===== src/fbc_map.svh =====
// constants for the flash bank command controller: offsets, fields, timings, table values
`ifndef FBC_MAP_SVH
`define FBC_MAP_SVH
`define FBC_AW 21
`define FBC_DW 16
// software register offsets
`define FBC_REG_CMD 8'h00
`define FBC_REG_STATUS 8'h04
`define FBC_REG_ADDR 8'h08
`define FBC_REG_WDATA 8'h0C
`define FBC_REG_RDATA 8'h10
`define FBC_REG_CHECK 8'h14
`define FBC_REG_TIDX 8'h18
`define FBC_REG_TDATA 8'h1C
// status fields
`define FBC_ST_BUSY 0
`define FBC_ST_MODE_LO 1
`define FBC_ST_SUSP 3
`define FBC_ST_REFUSED 4
`define FBC_ST_TMO 5
`define FBC_ST_CHKDONE 6
`define FBC_TMO_BIT 5
// bus timing, clock period and least times in ns
`define FBC_CLK_NS 20
`define FBC_T_WP_NS 35
`define FBC_T_WPH_NS 20
`define FBC_T_ACC_NS 70
`define FBC_WP_CYC ((`FBC_T_WP_NS + `FBC_CLK_NS - 1) / `FBC_CLK_NS)
`define FBC_WPH_CYC ((`FBC_T_WPH_NS + `FBC_CLK_NS - 1) / `FBC_CLK_NS)
`define FBC_ACC_CYC ((`FBC_T_ACC_NS + `FBC_CLK_NS - 1) / `FBC_CLK_NS)
// command defaults, overridable per instance except FBC_LOW_MASK, which is used directly
`define FBC_UNLOCK_ADDR1 21'h000555
`define FBC_UNLOCK_ADDR2 21'h0002AA
`define FBC_UNLOCK_DATA1 16'h00AA
`define FBC_UNLOCK_DATA2 16'h0055
`define FBC_AUTOSEL_CMD 16'h0090
`define FBC_SEC_ENTER_CMD 16'h0088
`define FBC_SEC_EXIT_CMD 16'h0090
`define FBC_SEC_EXIT2_CMD 16'h0000
`define FBC_QUERY_ADDR 21'h000055
`define FBC_QUERY_CMD 16'h0098
`define FBC_RESET_CMD 16'h00F0
`define FBC_SUSPEND_CMD 16'h00B0
`define FBC_RESUME_CMD 16'h0030
`define FBC_LOW_MASK 21'h000FFF
// query locations and expected contents
`define FBC_LOC_EXT_PTR 21'h000015
`define FBC_LOC_EXT_BASE 7'h40
`define FBC_EXP_EXT_PTR 16'h0040
`define FBC_EXP_P 16'h0050
`define FBC_EXP_R 16'h0052
`define FBC_EXP_I 16'h0049
`define FBC_EXP_VER 16'h0031
`define FBC_EXP_UNLOCK 16'h0000
`define FBC_EXP_SUSPEND 16'h0002
`define FBC_EXP_ONE 16'h0001
`define FBC_EXP_SCHEME 16'h0004
`define FBC_EXP_BANK2_A 16'h0038
`define FBC_EXP_BANK2_B 16'h0030
`define FBC_EXP_BANK2_C 16'h0020
`define FBC_EXP_NONE 16'h0000
`define FBC_EXP_ACC_MIN 16'h0085
`define FBC_EXP_ACC_MAX 16'h0095
`define FBC_EXP_BOTTOM 16'h0002
`define FBC_EXP_TOP 16'h0003
`endif


===== src/fbc_pkg.sv =====
// types shared by the flash bank command controller
package fbc_pkg;
  typedef enum logic [2:0] {
    ST_IDLE = 3'b000, ST_SETUP = 3'b001, ST_STROBE = 3'b011,
    ST_HOLD = 3'b010, ST_GAP = 3'b110, ST_SAMPLE = 3'b111
  } fbc_state_t;
  typedef enum logic [3:0] {
    OP_NONE = 4'h0, OP_RESET = 4'h1, OP_AUTOSEL = 4'h2, OP_ID_MAKER = 4'h3,
    OP_ID_DEVICE = 4'h4, OP_ID_PROT = 4'h5, OP_SEC_ENTER = 4'h6, OP_SEC_EXIT = 4'h7,
    OP_QUERY = 4'h8, OP_READ = 4'h9, OP_WRITE = 4'hA, OP_SUSPEND = 4'hB, OP_RESUME = 4'hC
  } fbc_op_t;
  typedef enum logic [1:0] {MD_READ = 2'h0, MD_AUTOSEL = 2'h1, MD_SECURE = 2'h2} fbc_mode_t;
  typedef struct packed {
    logic is_read;
    logic last;
    logic [20:0] addr;
    logic [15:0] data;
  } fbc_step_t;
  typedef struct packed {
    logic [20:0] addr;
    logic [15:0] dq_o;
    logic dq_oe;
    logic ce_n;
    logic we_n;
    logic oe_n;
  } fbc_pins_t;
endpackage


===== src/fbc_table_mem.sv =====
// sixteen-word store for the extended query table readback
`timescale 1ns/1ps
module fbc_table_mem
  import fbc_pkg::*;
(
  input wire logic i_sys_clk,
  input wire logic i_we,
  input wire logic [3:0] i_waddr,
  input wire logic [15:0] i_wdata,
  input wire logic [3:0] i_raddr,
  output logic [15:0] o_rdata
);
  logic [15:0] mem [16];

  always_ff @(posedge i_sys_clk) begin
    if (i_we) begin
      mem[i_waddr] <= i_wdata;
    end
    o_rdata <= mem[i_raddr];
  end
endmodule


===== src/fbc_host.sv =====
// host controller driving a dual-bank parallel flash through its pins
//
// Overview of operation
// - host writes reset after a timeout flag or to leave autoselect.
// - autoselect only to an idle bank, never while the other is busy.
// - two unlock writes then bank address with autoselect command.
// - three-cycle entry and four-cycle exit of the secured region.
`timescale 1ns/1ps
`include "fbc_map.svh"
module fbc_host
  import fbc_pkg::*;
#(
  parameter logic [20:0] P_UNLOCK_ADDR1 = `FBC_UNLOCK_ADDR1,
  parameter logic [20:0] P_UNLOCK_ADDR2 = `FBC_UNLOCK_ADDR2,
  parameter logic [15:0] P_UNLOCK_DATA1 = `FBC_UNLOCK_DATA1,
  parameter logic [15:0] P_UNLOCK_DATA2 = `FBC_UNLOCK_DATA2,
  parameter logic [15:0] P_AUTOSEL_CMD = `FBC_AUTOSEL_CMD,
  parameter logic [15:0] P_SEC_ENTER_CMD = `FBC_SEC_ENTER_CMD,
  parameter logic [15:0] P_SEC_EXIT_CMD = `FBC_SEC_EXIT_CMD,
  parameter logic [15:0] P_SEC_EXIT2_CMD = `FBC_SEC_EXIT2_CMD,
  parameter logic [20:0] P_QUERY_ADDR = `FBC_QUERY_ADDR,
  parameter logic [15:0] P_QUERY_CMD = `FBC_QUERY_CMD,
  parameter logic [15:0] P_RESET_CMD = `FBC_RESET_CMD,
  parameter logic [15:0] P_SUSPEND_CMD = `FBC_SUSPEND_CMD,
  parameter logic [15:0] P_RESUME_CMD = `FBC_RESUME_CMD
)(
  input wire logic i_sys_clk,
  input wire logic i_rst,
  input wire logic [7:0] i_addr,
  input wire logic [31:0] i_wdata,
  input wire logic i_wr,
  input wire logic i_rd,
  output logic [31:0] o_rdata,
  output logic o_busy,
  output logic [20:0] o_flash_addr,
  output logic [15:0] o_flash_dq_o,
  output logic o_flash_dq_oe,
  input wire logic [15:0] i_flash_dq_i,
  output logic o_flash_ce_n,
  output logic o_flash_we_n,
  output logic o_flash_oe_n,
  input wire logic i_flash_busy_n
);
  localparam fbc_pins_t PINS_IDLE = '{addr: '0, dq_o: '0, dq_oe: 1'b0, ce_n: 1'b1, we_n: 1'b1, oe_n: 1'b1};
  localparam logic [2:0] WP_LAST = 3'(`FBC_WP_CYC - 1);
  localparam logic [2:0] WPH_LAST = 3'(`FBC_WPH_CYC - 1);
  localparam logic [2:0] ACC_LAST = 3'(`FBC_ACC_CYC - 1);

  fbc_state_t state, next_state;
  fbc_op_t op, next_op;
  fbc_mode_t mode, next_mode;
  fbc_pins_t pins, next_pins;
  logic [4:0] idx, next_idx;
  logic [2:0] cnt, next_cnt;
  logic [2:0] wecnt, next_wecnt;
  logic susp, next_susp, refused, next_refused, tmo, next_tmo;
  logic auto_rst, next_auto_rst, chk_done, next_chk_done, busy_q, next_busy_q;
  logic [16:0] chk_bad, next_chk_bad;
  logic [15:0] rd_last, next_rd_last;
  logic [20:0] addr_reg, next_addr_reg;
  logic [15:0] wdata_reg, next_wdata_reg;
  logic [3:0] tidx, next_tidx;
  logic [31:0] rdata, next_rdata;
  logic tbl_we;
  logic [15:0] tbl_rdata;
  fbc_step_t cur;
  fbc_op_t go;
  logic fin, capture;

  // one bus cycle of a command sequence
  function automatic fbc_step_t step_of(input fbc_op_t o, input logic [4:0] i, input logic [20:0] t,
                                        input logic [15:0] wd);
    fbc_step_t s;
    logic [20:0] bank_unlock;
    s = '{is_read: 1'b0, last: 1'b1, addr: t, data: P_RESET_CMD};
    bank_unlock = (t & ~`FBC_LOW_MASK) | P_UNLOCK_ADDR1;
    case (o)
      OP_AUTOSEL, OP_SEC_ENTER, OP_SEC_EXIT: begin
        s.last = (o == OP_SEC_EXIT) ? (i == 5'd3) : (i == 5'd2);
        case (i)
          5'd0: begin
            s.addr = P_UNLOCK_ADDR1;
            s.data = P_UNLOCK_DATA1;
          end
          5'd1: begin
            s.addr = P_UNLOCK_ADDR2;
            s.data = P_UNLOCK_DATA2;
          end
          5'd2: begin
            s.addr = (o == OP_AUTOSEL) ? bank_unlock : P_UNLOCK_ADDR1;
            s.data = (o == OP_AUTOSEL) ? P_AUTOSEL_CMD : (o == OP_SEC_ENTER) ? P_SEC_ENTER_CMD : P_SEC_EXIT_CMD;
          end
          default: s.data = P_SEC_EXIT2_CMD;
        endcase
      end
      OP_ID_MAKER, OP_ID_DEVICE, OP_ID_PROT: begin
        s.is_read = 1'b1;
        s.addr = {t[20:8], 8'h00} | {19'h0, o[1:0] - 2'h3};
      end
      OP_QUERY: begin
        s.last = (i == 5'd18);
        s.is_read = (i != 5'd0) && (i != 5'd18);
        if (i == 5'd0) begin
          s.addr = P_QUERY_ADDR;
          s.data = P_QUERY_CMD;
        end else if (i == 5'd1) begin
          s.addr = `FBC_LOC_EXT_PTR;
        end else if (i != 5'd18) begin
          s.addr = {14'h0, `FBC_LOC_EXT_BASE + {2'b00, i} - 7'd2};
        end
      end
      OP_READ: s.is_read = 1'b1;
      OP_WRITE: s.data = wd;
      OP_SUSPEND: s.data = P_SUSPEND_CMD;
      OP_RESUME: s.data = P_RESUME_CMD;
      default: s.data = P_RESET_CMD;
    endcase
    return s;
  endfunction

  // expected query contents; step 1 is word 15h, steps 2..17 words 40h..4Fh
  function automatic logic exp_ok(input logic [4:0] i, input logic [15:0] d);
    logic [6:0] loc;
    logic ok;
    loc = `FBC_LOC_EXT_BASE + {2'b00, i} - 7'd2;
    ok = 1'b1;
    if (i == 5'd1) begin
      ok = (d == `FBC_EXP_EXT_PTR);
    end else begin
      case (loc)
        7'h40: ok = (d == `FBC_EXP_P);
        7'h41: ok = (d == `FBC_EXP_R);
        7'h42: ok = (d == `FBC_EXP_I);
        7'h43, 7'h44: ok = (d == `FBC_EXP_VER);
        7'h45: ok = (d == `FBC_EXP_UNLOCK);
        7'h46: ok = (d == `FBC_EXP_SUSPEND);
        7'h47, 7'h48: ok = (d == `FBC_EXP_ONE);
        7'h49: ok = (d == `FBC_EXP_SCHEME);
        7'h4A: ok = (d == `FBC_EXP_BANK2_A) || (d == `FBC_EXP_BANK2_B) || (d == `FBC_EXP_BANK2_C);
        7'h4B, 7'h4C: ok = (d == `FBC_EXP_NONE);
        7'h4D: ok = (d == `FBC_EXP_ACC_MIN);
        7'h4E: ok = (d == `FBC_EXP_ACC_MAX);
        7'h4F: ok = (d == `FBC_EXP_BOTTOM) || (d == `FBC_EXP_TOP);
        default: ok = 1'b1;
      endcase
    end
    return ok;
  endfunction

  // refusals protect the device from sequences it would misread
  function automatic logic refuse(input fbc_op_t o, input fbc_mode_t m, input logic ready, input logic t);
    logic r;
    r = (o > OP_RESUME);
    if (o == OP_AUTOSEL) r = !ready || (m != MD_READ);
    if ((o == OP_SEC_ENTER) || (o == OP_SEC_EXIT)) r = !ready;
    if ((o == OP_ID_MAKER) || (o == OP_ID_DEVICE) || (o == OP_ID_PROT)) r = (m != MD_AUTOSEL);
    if (o == OP_RESET) r = !ready && !t;
    return r;
  endfunction

  assign cur = step_of(op, idx, addr_reg, wdata_reg);
  assign fin = (state == ST_GAP) && (cnt == WPH_LAST) && cur.last;
  assign capture = (state == ST_SAMPLE) && (cnt == ACC_LAST);
  assign tbl_we = capture && (op == OP_QUERY) && (idx >= 5'd2);
  assign go = auto_rst ? OP_RESET : (i_wr && (i_addr == `FBC_REG_CMD)) ? fbc_op_t'(i_wdata[3:0]) : OP_NONE;

  always_comb begin
    next_state = state;
    next_op = op;
    next_mode = mode;
    next_pins = pins;
    next_idx = idx;
    next_cnt = cnt;
    next_wecnt = wecnt;
    next_susp = susp;
    next_refused = refused;
    next_tmo = tmo;
    next_auto_rst = auto_rst;
    next_chk_done = chk_done;
    next_chk_bad = chk_bad;
    next_rd_last = rd_last;
    next_busy_q = i_flash_busy_n;
    // clears first so that a set in the same cycle wins
    if (i_wr && (i_addr == `FBC_REG_STATUS)) begin
      next_refused = refused & ~i_wdata[`FBC_ST_REFUSED];
      next_tmo = tmo & ~i_wdata[`FBC_ST_TMO];
    end
    if (!busy_q && i_flash_busy_n) begin
      next_mode = MD_READ;
    end
    // only software commands count as refused; the queued reset is not one
    if (i_wr && (i_addr == `FBC_REG_CMD) && (i_wdata[3:0] != 4'h0) && ((state != ST_IDLE) || auto_rst)) begin
      next_refused = 1'b1;
    end
    case (state)
      ST_IDLE: begin
        next_pins = PINS_IDLE;
        if (go != OP_NONE) begin
          if (refuse(go, mode, i_flash_busy_n, tmo || auto_rst)) begin
            next_refused = 1'b1;
          end else begin
            next_op = go;
            next_idx = 5'd0;
            next_wecnt = 3'd0;
            next_auto_rst = 1'b0;
            next_state = ST_SETUP;
          end
        end
      end
      ST_SETUP: begin
        // chip select and address lead the write strobe by a cycle
        next_pins.addr = cur.addr;
        next_pins.ce_n = 1'b0;
        next_pins.dq_o = cur.data;
        next_pins.dq_oe = !cur.is_read;
        next_pins.oe_n = !cur.is_read;
        next_cnt = 3'd0;
        next_state = cur.is_read ? ST_SAMPLE : ST_STROBE;
      end
      ST_STROBE: begin
        next_pins.we_n = 1'b0;
        next_cnt = cnt + 3'd1;
        if (cnt == 3'd0) begin
          next_wecnt = wecnt + 3'd1;
        end
        if (cnt == WP_LAST) begin
          next_state = ST_HOLD;
        end
      end
      ST_HOLD: begin
        // write strobe rises before chip select, data still driven
        next_pins.we_n = 1'b1;
        next_cnt = 3'd0;
        next_state = ST_GAP;
      end
      ST_SAMPLE: begin
        next_cnt = cnt + 3'd1;
        if (capture) begin
          next_rd_last = i_flash_dq_i;
          next_pins.oe_n = 1'b1;
          next_pins.ce_n = 1'b1;
          next_cnt = 3'd0;
          next_state = ST_GAP;
          if ((op == OP_QUERY) && (idx != 5'd0)) begin
            next_chk_bad[idx - 5'd1] = !exp_ok(idx, i_flash_dq_i);
          end
          if (!i_flash_busy_n && i_flash_dq_i[`FBC_TMO_BIT]) begin
            next_tmo = 1'b1;
            next_auto_rst = 1'b1;
          end
        end
      end
      default: begin
        next_pins.ce_n = 1'b1;
        next_pins.dq_oe = 1'b0;
        next_pins.oe_n = 1'b1;
        next_cnt = cnt + 3'd1;
        if (cnt == WPH_LAST) begin
          next_idx = idx + 5'd1;
          next_state = cur.last ? ST_IDLE : ST_SETUP;
        end
        if (fin) begin
          case (op)
            OP_RESET, OP_WRITE, OP_SEC_EXIT: next_mode = MD_READ;
            OP_AUTOSEL: next_mode = MD_AUTOSEL;
            OP_SEC_ENTER: next_mode = MD_SECURE;
            OP_QUERY: begin
              next_mode = MD_READ;
              next_chk_done = 1'b1;
            end
            OP_SUSPEND: next_susp = 1'b1;
            OP_RESUME: next_susp = 1'b0;
            // keep a busy-end return to read array
            default: begin
            end
          endcase
        end
      end
    endcase
  end

  always_ff @(posedge i_sys_clk or posedge i_rst) begin
    if (i_rst) begin
      state <= ST_IDLE;
      op <= OP_NONE;
      mode <= MD_READ;
      pins <= PINS_IDLE;
      idx <= 5'd0;
      cnt <= 3'd0;
      wecnt <= 3'd0;
      susp <= 1'b0;
      refused <= 1'b0;
      tmo <= 1'b0;
      auto_rst <= 1'b0;
      chk_done <= 1'b0;
      chk_bad <= 17'h00000;
      rd_last <= 16'h0000;
      busy_q <= 1'b1;
    end else begin
      state <= next_state;
      op <= next_op;
      mode <= next_mode;
      pins <= next_pins;
      idx <= next_idx;
      cnt <= next_cnt;
      wecnt <= next_wecnt;
      susp <= next_susp;
      refused <= next_refused;
      tmo <= next_tmo;
      auto_rst <= next_auto_rst;
      chk_done <= next_chk_done;
      chk_bad <= next_chk_bad;
      rd_last <= next_rd_last;
      busy_q <= next_busy_q;
    end
  end

  // software registers
  always_comb begin
    next_addr_reg = addr_reg;
    next_wdata_reg = wdata_reg;
    next_tidx = tidx;
    next_rdata = 32'h00000000;
    if (i_wr) begin
      if (i_addr == `FBC_REG_ADDR) begin
        next_addr_reg = i_wdata[20:0];
      end else if (i_addr == `FBC_REG_WDATA) begin
        next_wdata_reg = i_wdata[15:0];
      end else if (i_addr == `FBC_REG_TIDX) begin
        next_tidx = i_wdata[3:0];
      end
    end
    if (i_rd) begin
      if (i_addr == `FBC_REG_CMD) begin
        next_rdata = {28'h0, op};
      end else if (i_addr == `FBC_REG_STATUS) begin
        next_rdata = {25'h0, chk_done, tmo, refused, susp, mode, state != ST_IDLE};
      end else if (i_addr == `FBC_REG_ADDR) begin
        next_rdata = {11'h0, addr_reg};
      end else if (i_addr == `FBC_REG_WDATA) begin
        next_rdata = {16'h0, wdata_reg};
      end else if (i_addr == `FBC_REG_RDATA) begin
        next_rdata = {16'h0, rd_last};
      end else if (i_addr == `FBC_REG_CHECK) begin
        next_rdata = {15'h0, chk_bad};
      end else if (i_addr == `FBC_REG_TIDX) begin
        next_rdata = {28'h0, tidx};
      end else if (i_addr == `FBC_REG_TDATA) begin
        next_rdata = {16'h0, tbl_rdata};
      end
    end
  end

  always_ff @(posedge i_sys_clk or posedge i_rst) begin
    if (i_rst) begin
      addr_reg <= 21'h000000;
      wdata_reg <= 16'h0000;
      tidx <= 4'h0;
      rdata <= 32'h00000000;
      o_busy <= 1'b0;
    end else begin
      addr_reg <= next_addr_reg;
      wdata_reg <= next_wdata_reg;
      tidx <= next_tidx;
      rdata <= next_rdata;
      o_busy <= (next_state != ST_IDLE);
    end
  end

  fbc_table_mem u_table (
    .i_sys_clk(i_sys_clk),
    .i_we(tbl_we),
    .i_waddr(idx[3:0] - 4'h2),
    .i_wdata(i_flash_dq_i),
    .i_raddr(tidx),
    .o_rdata(tbl_rdata)
  );

  assign o_rdata = rdata;
  assign o_flash_addr = pins.addr;
  assign o_flash_dq_o = pins.dq_o;
  assign o_flash_dq_oe = pins.dq_oe;
  assign o_flash_ce_n = pins.ce_n;
  assign o_flash_we_n = pins.we_n;
  assign o_flash_oe_n = pins.oe_n;
endmodule


===== config.mk =====
export PLATFORM = sky130hd
export DESIGN_NAME = fbc_host
export DESIGN_NICKNAME = d
export VERILOG_FILES = /design/src/fbc_pkg.sv /design/src/fbc_table_mem.sv /design/src/fbc_host.sv
export VERILOG_INCLUDE_DIRS = /design/src
export SDC_FILE = /design/constraint.sdc
export NUM_CORES = 1
export LEC_CHECK = 0
export BUFFER_PORTS_ARGS = -buffer_cell sky130_fd_sc_hd__buf_2
export CAP_MARGIN = 0
export CORE_AREA = 2 2 218 220
export CTS_BUF_LIST = sky130_fd_sc_hd__clkbuf_4
export CTS_CLUSTER_SIZE = 40
export DETAILED_ROUTE_END_ITERATION = 12
export DIE_AREA = 0 0 220 222
export GPL_TIMING_DRIVEN = 0
export PLACE_DENSITY = 0.62
export SYNTH_ARGS = -nofsm -noshare
export SYNTH_HDL_FRONTEND = slang
export SYNTH_SLANG_ARGS = --single-unit

===== constraint.sdc =====
create_clock -name i_sys_clk -period 8.6 [get_ports i_sys_clk]
set_input_delay 0.43 -clock i_sys_clk [delete_from_list [all_inputs] [get_ports i_sys_clk]]
set_output_delay 0.43 -clock i_sys_clk [all_outputs]
set_load 0.05 [all_outputs]

==> impl_metrics.toml <==
[status]
status = "finished clean"

[logic_synthesis]
synth.area.top_cells = "edfxtp_1 (42%), dfrtp_1 (21%), mux4_2 (9.8%), mux2_2 (3.8%), o21ai_0 (1.8%)"
synth-edff-count = 256
syn-mean-instance-area_um2 = 14.9
synth_top_cell_by_area = "edfxtp_1"
synth.distinct_cells = 73
ys.flop_type = "edfxtp_1"
synth_area_um2 = 18400
synth_seq_cells = 432
synth_seq_area_share = 0.654
synth_top_area_frac = 0.418
ys_warn_count = 0
syn-instance-count = 1237
synthArstFlopShare = 0.370

[setup_path]
cp.arrival_ns = 4.24
startpoint = "op[0]"
cp_slowest_cell = "and2_1"
crit_type = "reg2reg"
crit_fanout = 16
cp-endpoint = "u_table.mem[14][6]"
max_stage_delay_ns = 1.03
rr_worst_depth = 8
path_depth = 8
critPathLaunchType = "flip-flop"
regToRegSetupSlack_ns = 4.80
reg2reg_to = "u_table.mem[14][6]"
path_buf_inv = 2
worstSetupEndpointType = "flip-flop"
timing.rr.start = "op[0]"
path_cells = "inv_1, ha_1, clkbuf_1, nand3b_1, nor2_1, nand2_1, nor3_1, and2_1"
crit_family = "simple AND/OR/NAND/NOR gates"
required_ns = 9.04

[final_layout]
final_common_cell = "edfxtp_1"
drive_above_1_share = 0.283
final_cell_mix = "edfxtp_1 (256), dfrtp_1 (156), clkbuf_4 (151), buf_2 (112), mux4_2 (80)"
final_nets = 1585
area.growth.synth_to_final_pct = 17.4
top_register = "u_table.mem"
fin_area_um2 = 21600
final_core_util = 0.467
largest_reg_flops = 256
fill_cells = 4139

[hold_path]
hold_class = "in2reg"

[timing]
slew_headroom = 0.162
tightest_slew_ns = 1.26
hold_violations = 0
fmax_mhz = 263
layout_min_cycle_time_ns = 3.80
fin_crit_sh = 0.442
rsz0062_at_grt = "false"
setup_viol = 0
finalSetupTns_ns = 0
fin_hold_ws_ns = 0.0704
drv_slew = 0
clock_skew_ns = 0.0592

[pwr]
vdd_drop_max_mv = 0.147
p_seq_frac = 0.426
p_comb_frac = 0.268
p_clk_frac = 0.306
power.switching_uw = 2010
cellPowerDensity_nw_per_um2 = 267
p_leak_uw = 0.00810
netSwitchingFraction = 0.349
intPower_uw = 3750

[grt]
grt_overflow_total = 0
grt_pass1_wl_um = 74300
grt_use_total = 0.204
grt-busiest-layer = "met2"
antenna_found_initial = 2
grt_pass1_vias = 12323
use_met2 = 0.327
grtUsageMet1 = 0.272
grt_max_degree = 89
met3_usage = 0.0396

[route]
ant_nets = 0
avgRoutedWirePerCell_um = 22.1
routed_wirelength_um = 48900
viasPerCell = 5.44
first_pass_iters = 7
vias = 12016
drc = 0
first_iter_violations = 1075

[floorplan]
die_h_um = 222
start_util = 0.397
die_area_um2 = 48800
die_width_um = 220
num_io_pins = 135
core_region_area_um2 = 46300
fp-row-count = 79

[placed_design]
place_area_um2 = 19700
hpwl_um = 32200
gp_congestion = 0.947
io_buffers = 108

[clock_network]
cts_root_buffer = "clkbuf_4"
cts_buffers = 111
clk_pin_slew_ns = 0.07
insertion_delay_ns = 0.85
cts_tree = "yes"
max-clock-path-buffers = 3
cts.sinks = 432
htreeDepth = 3

[flow_run]
max_cap_viol_count = 0
-- worst register-to-register path, delay by kind of cell, from the launching register on --
kind,cells,cell delay [ns]
DFF,1,0.48
and+or+nand+nor,5,2.30
buffers and inverters,2,0.47
adders and majority gates,1,0.14
-- cells by family (layout without fill, tap and decap cells) --
kind of cell	Yosys count	in the layout	synth area share
AOI/OAI and AO/OA	244	244	0.0894
xor gates and xnor gates	10	10	0.00477
adders and majority gates	17	17	0.0116
buffers and inverters	108	460	0.0254
DFF	432	432	0.654
muxes	149	149	0.140
other	1	15	0.000204
and+or+nand+nor	276	276	0.0749
-- metrics by stage --
| step | worst slack (ns) | total power [µW] | cells |
|---|---|---|---|
| after floorplan | 3.86 | 3540 | 1247 |
| after global placement | 2.03 | 3990 | 1962 |
| after detailed placement | 4.84 | 4010 | 1963 |
| after CTS | 4.81 | 5790 | 2206 |
| after global routing | 4.48 | 6080 | 2210 |
| final | 4.80 | 5760 | 2210 |
-- cell usage after synthesis (5+ instances only) --
cell type,number
nor2_1,68
edfxtp_1,256
buf_4,11
nand2_1,77
a22oi_1,22
o22ai_1,6
mux2_2,62
and2_1,21
o21ai_0,66
inv_1,23
nor3_1,26
buf_1,11
a21oi_1,42
o31ai_1,12
or3_1,6
a22o_1,21
and3_1,7
nand4_1,5
dfrtp_1,156
nand3_1,19
or2_2,5
nor2b_1,5
nand2b_1,6
xnor2_1,6
ha_1,17
dfxtp_1,16
a222oi_1,14
mux4_2,80
nor3b_1,8
o211ai_1,7
a31oi_1,13
mux2i_1,7
clkbuf_1,57
-- power groups by stage --
stage                     Sequential (µW)  Combinational [µW]  Clock (µW)
after CTS                            2450                1530        1810
final                                2450                1540        1760
after global placement               2490                1490           0
after floorplan                      2600                 938           0
after detailed placement             2500                1510           0
after global routing                 2470                1690        1930
-- routing by layer --
metal,part of all wire,up-vias,routed length [µm]
met1,0.43,6047,21000
li1,-,5419,-
met5,0,-,0
met3,0.061,83,3010
met4,0.030,0,1490
met2,0.48,467,23400
-- what timing repair did --
item	CTS	global route
hold buffers	38	0
setup buffers	0	0
hold endpoints to repair	314	0
resized for setup	0	0
endpoints found under the setup margin	0	0
-- cell type report --
type / instances / area, µm² / share of cell area
Timing Repair Buffer: 147 / 948 / 0.0439
Inverter: 23 / 93.8 / 0.00435
Clock inverter: 54 / 309 / 0.0143
Buffer: 85 / 380 / 0.0176
Tap cell: 607 / 759 / 0.0352
Antenna cell: 4 / 10.0 / 0.000464
Sequential cell: 432 / 12000 / 0.557
Multi-Input combinational cell: 707 / 5930 / 0.275
Clock buffer: 151 / 1130 / 0.0525
-- worst min-delay path by stage --
stage,startpoint,end,slack (ns),depth (start not counted)
4_1_cts,i_wr,refused,0.01,3
3_5_place_dp,o_flash_addr[7],o_flash_addr[7],0.46,2
2_1_floorplan,chk_done,chk_done,0.43,1
3_3_place_gp,o_flash_addr[8],o_flash_addr[8],0.46,2
5_1_grt,i_flash_dq_i[5],u_table.mem[0][5],0.03,1
6_report,i_wr,refused,0.07,3
Note: power is estimated with default switching activity, not from simulation.
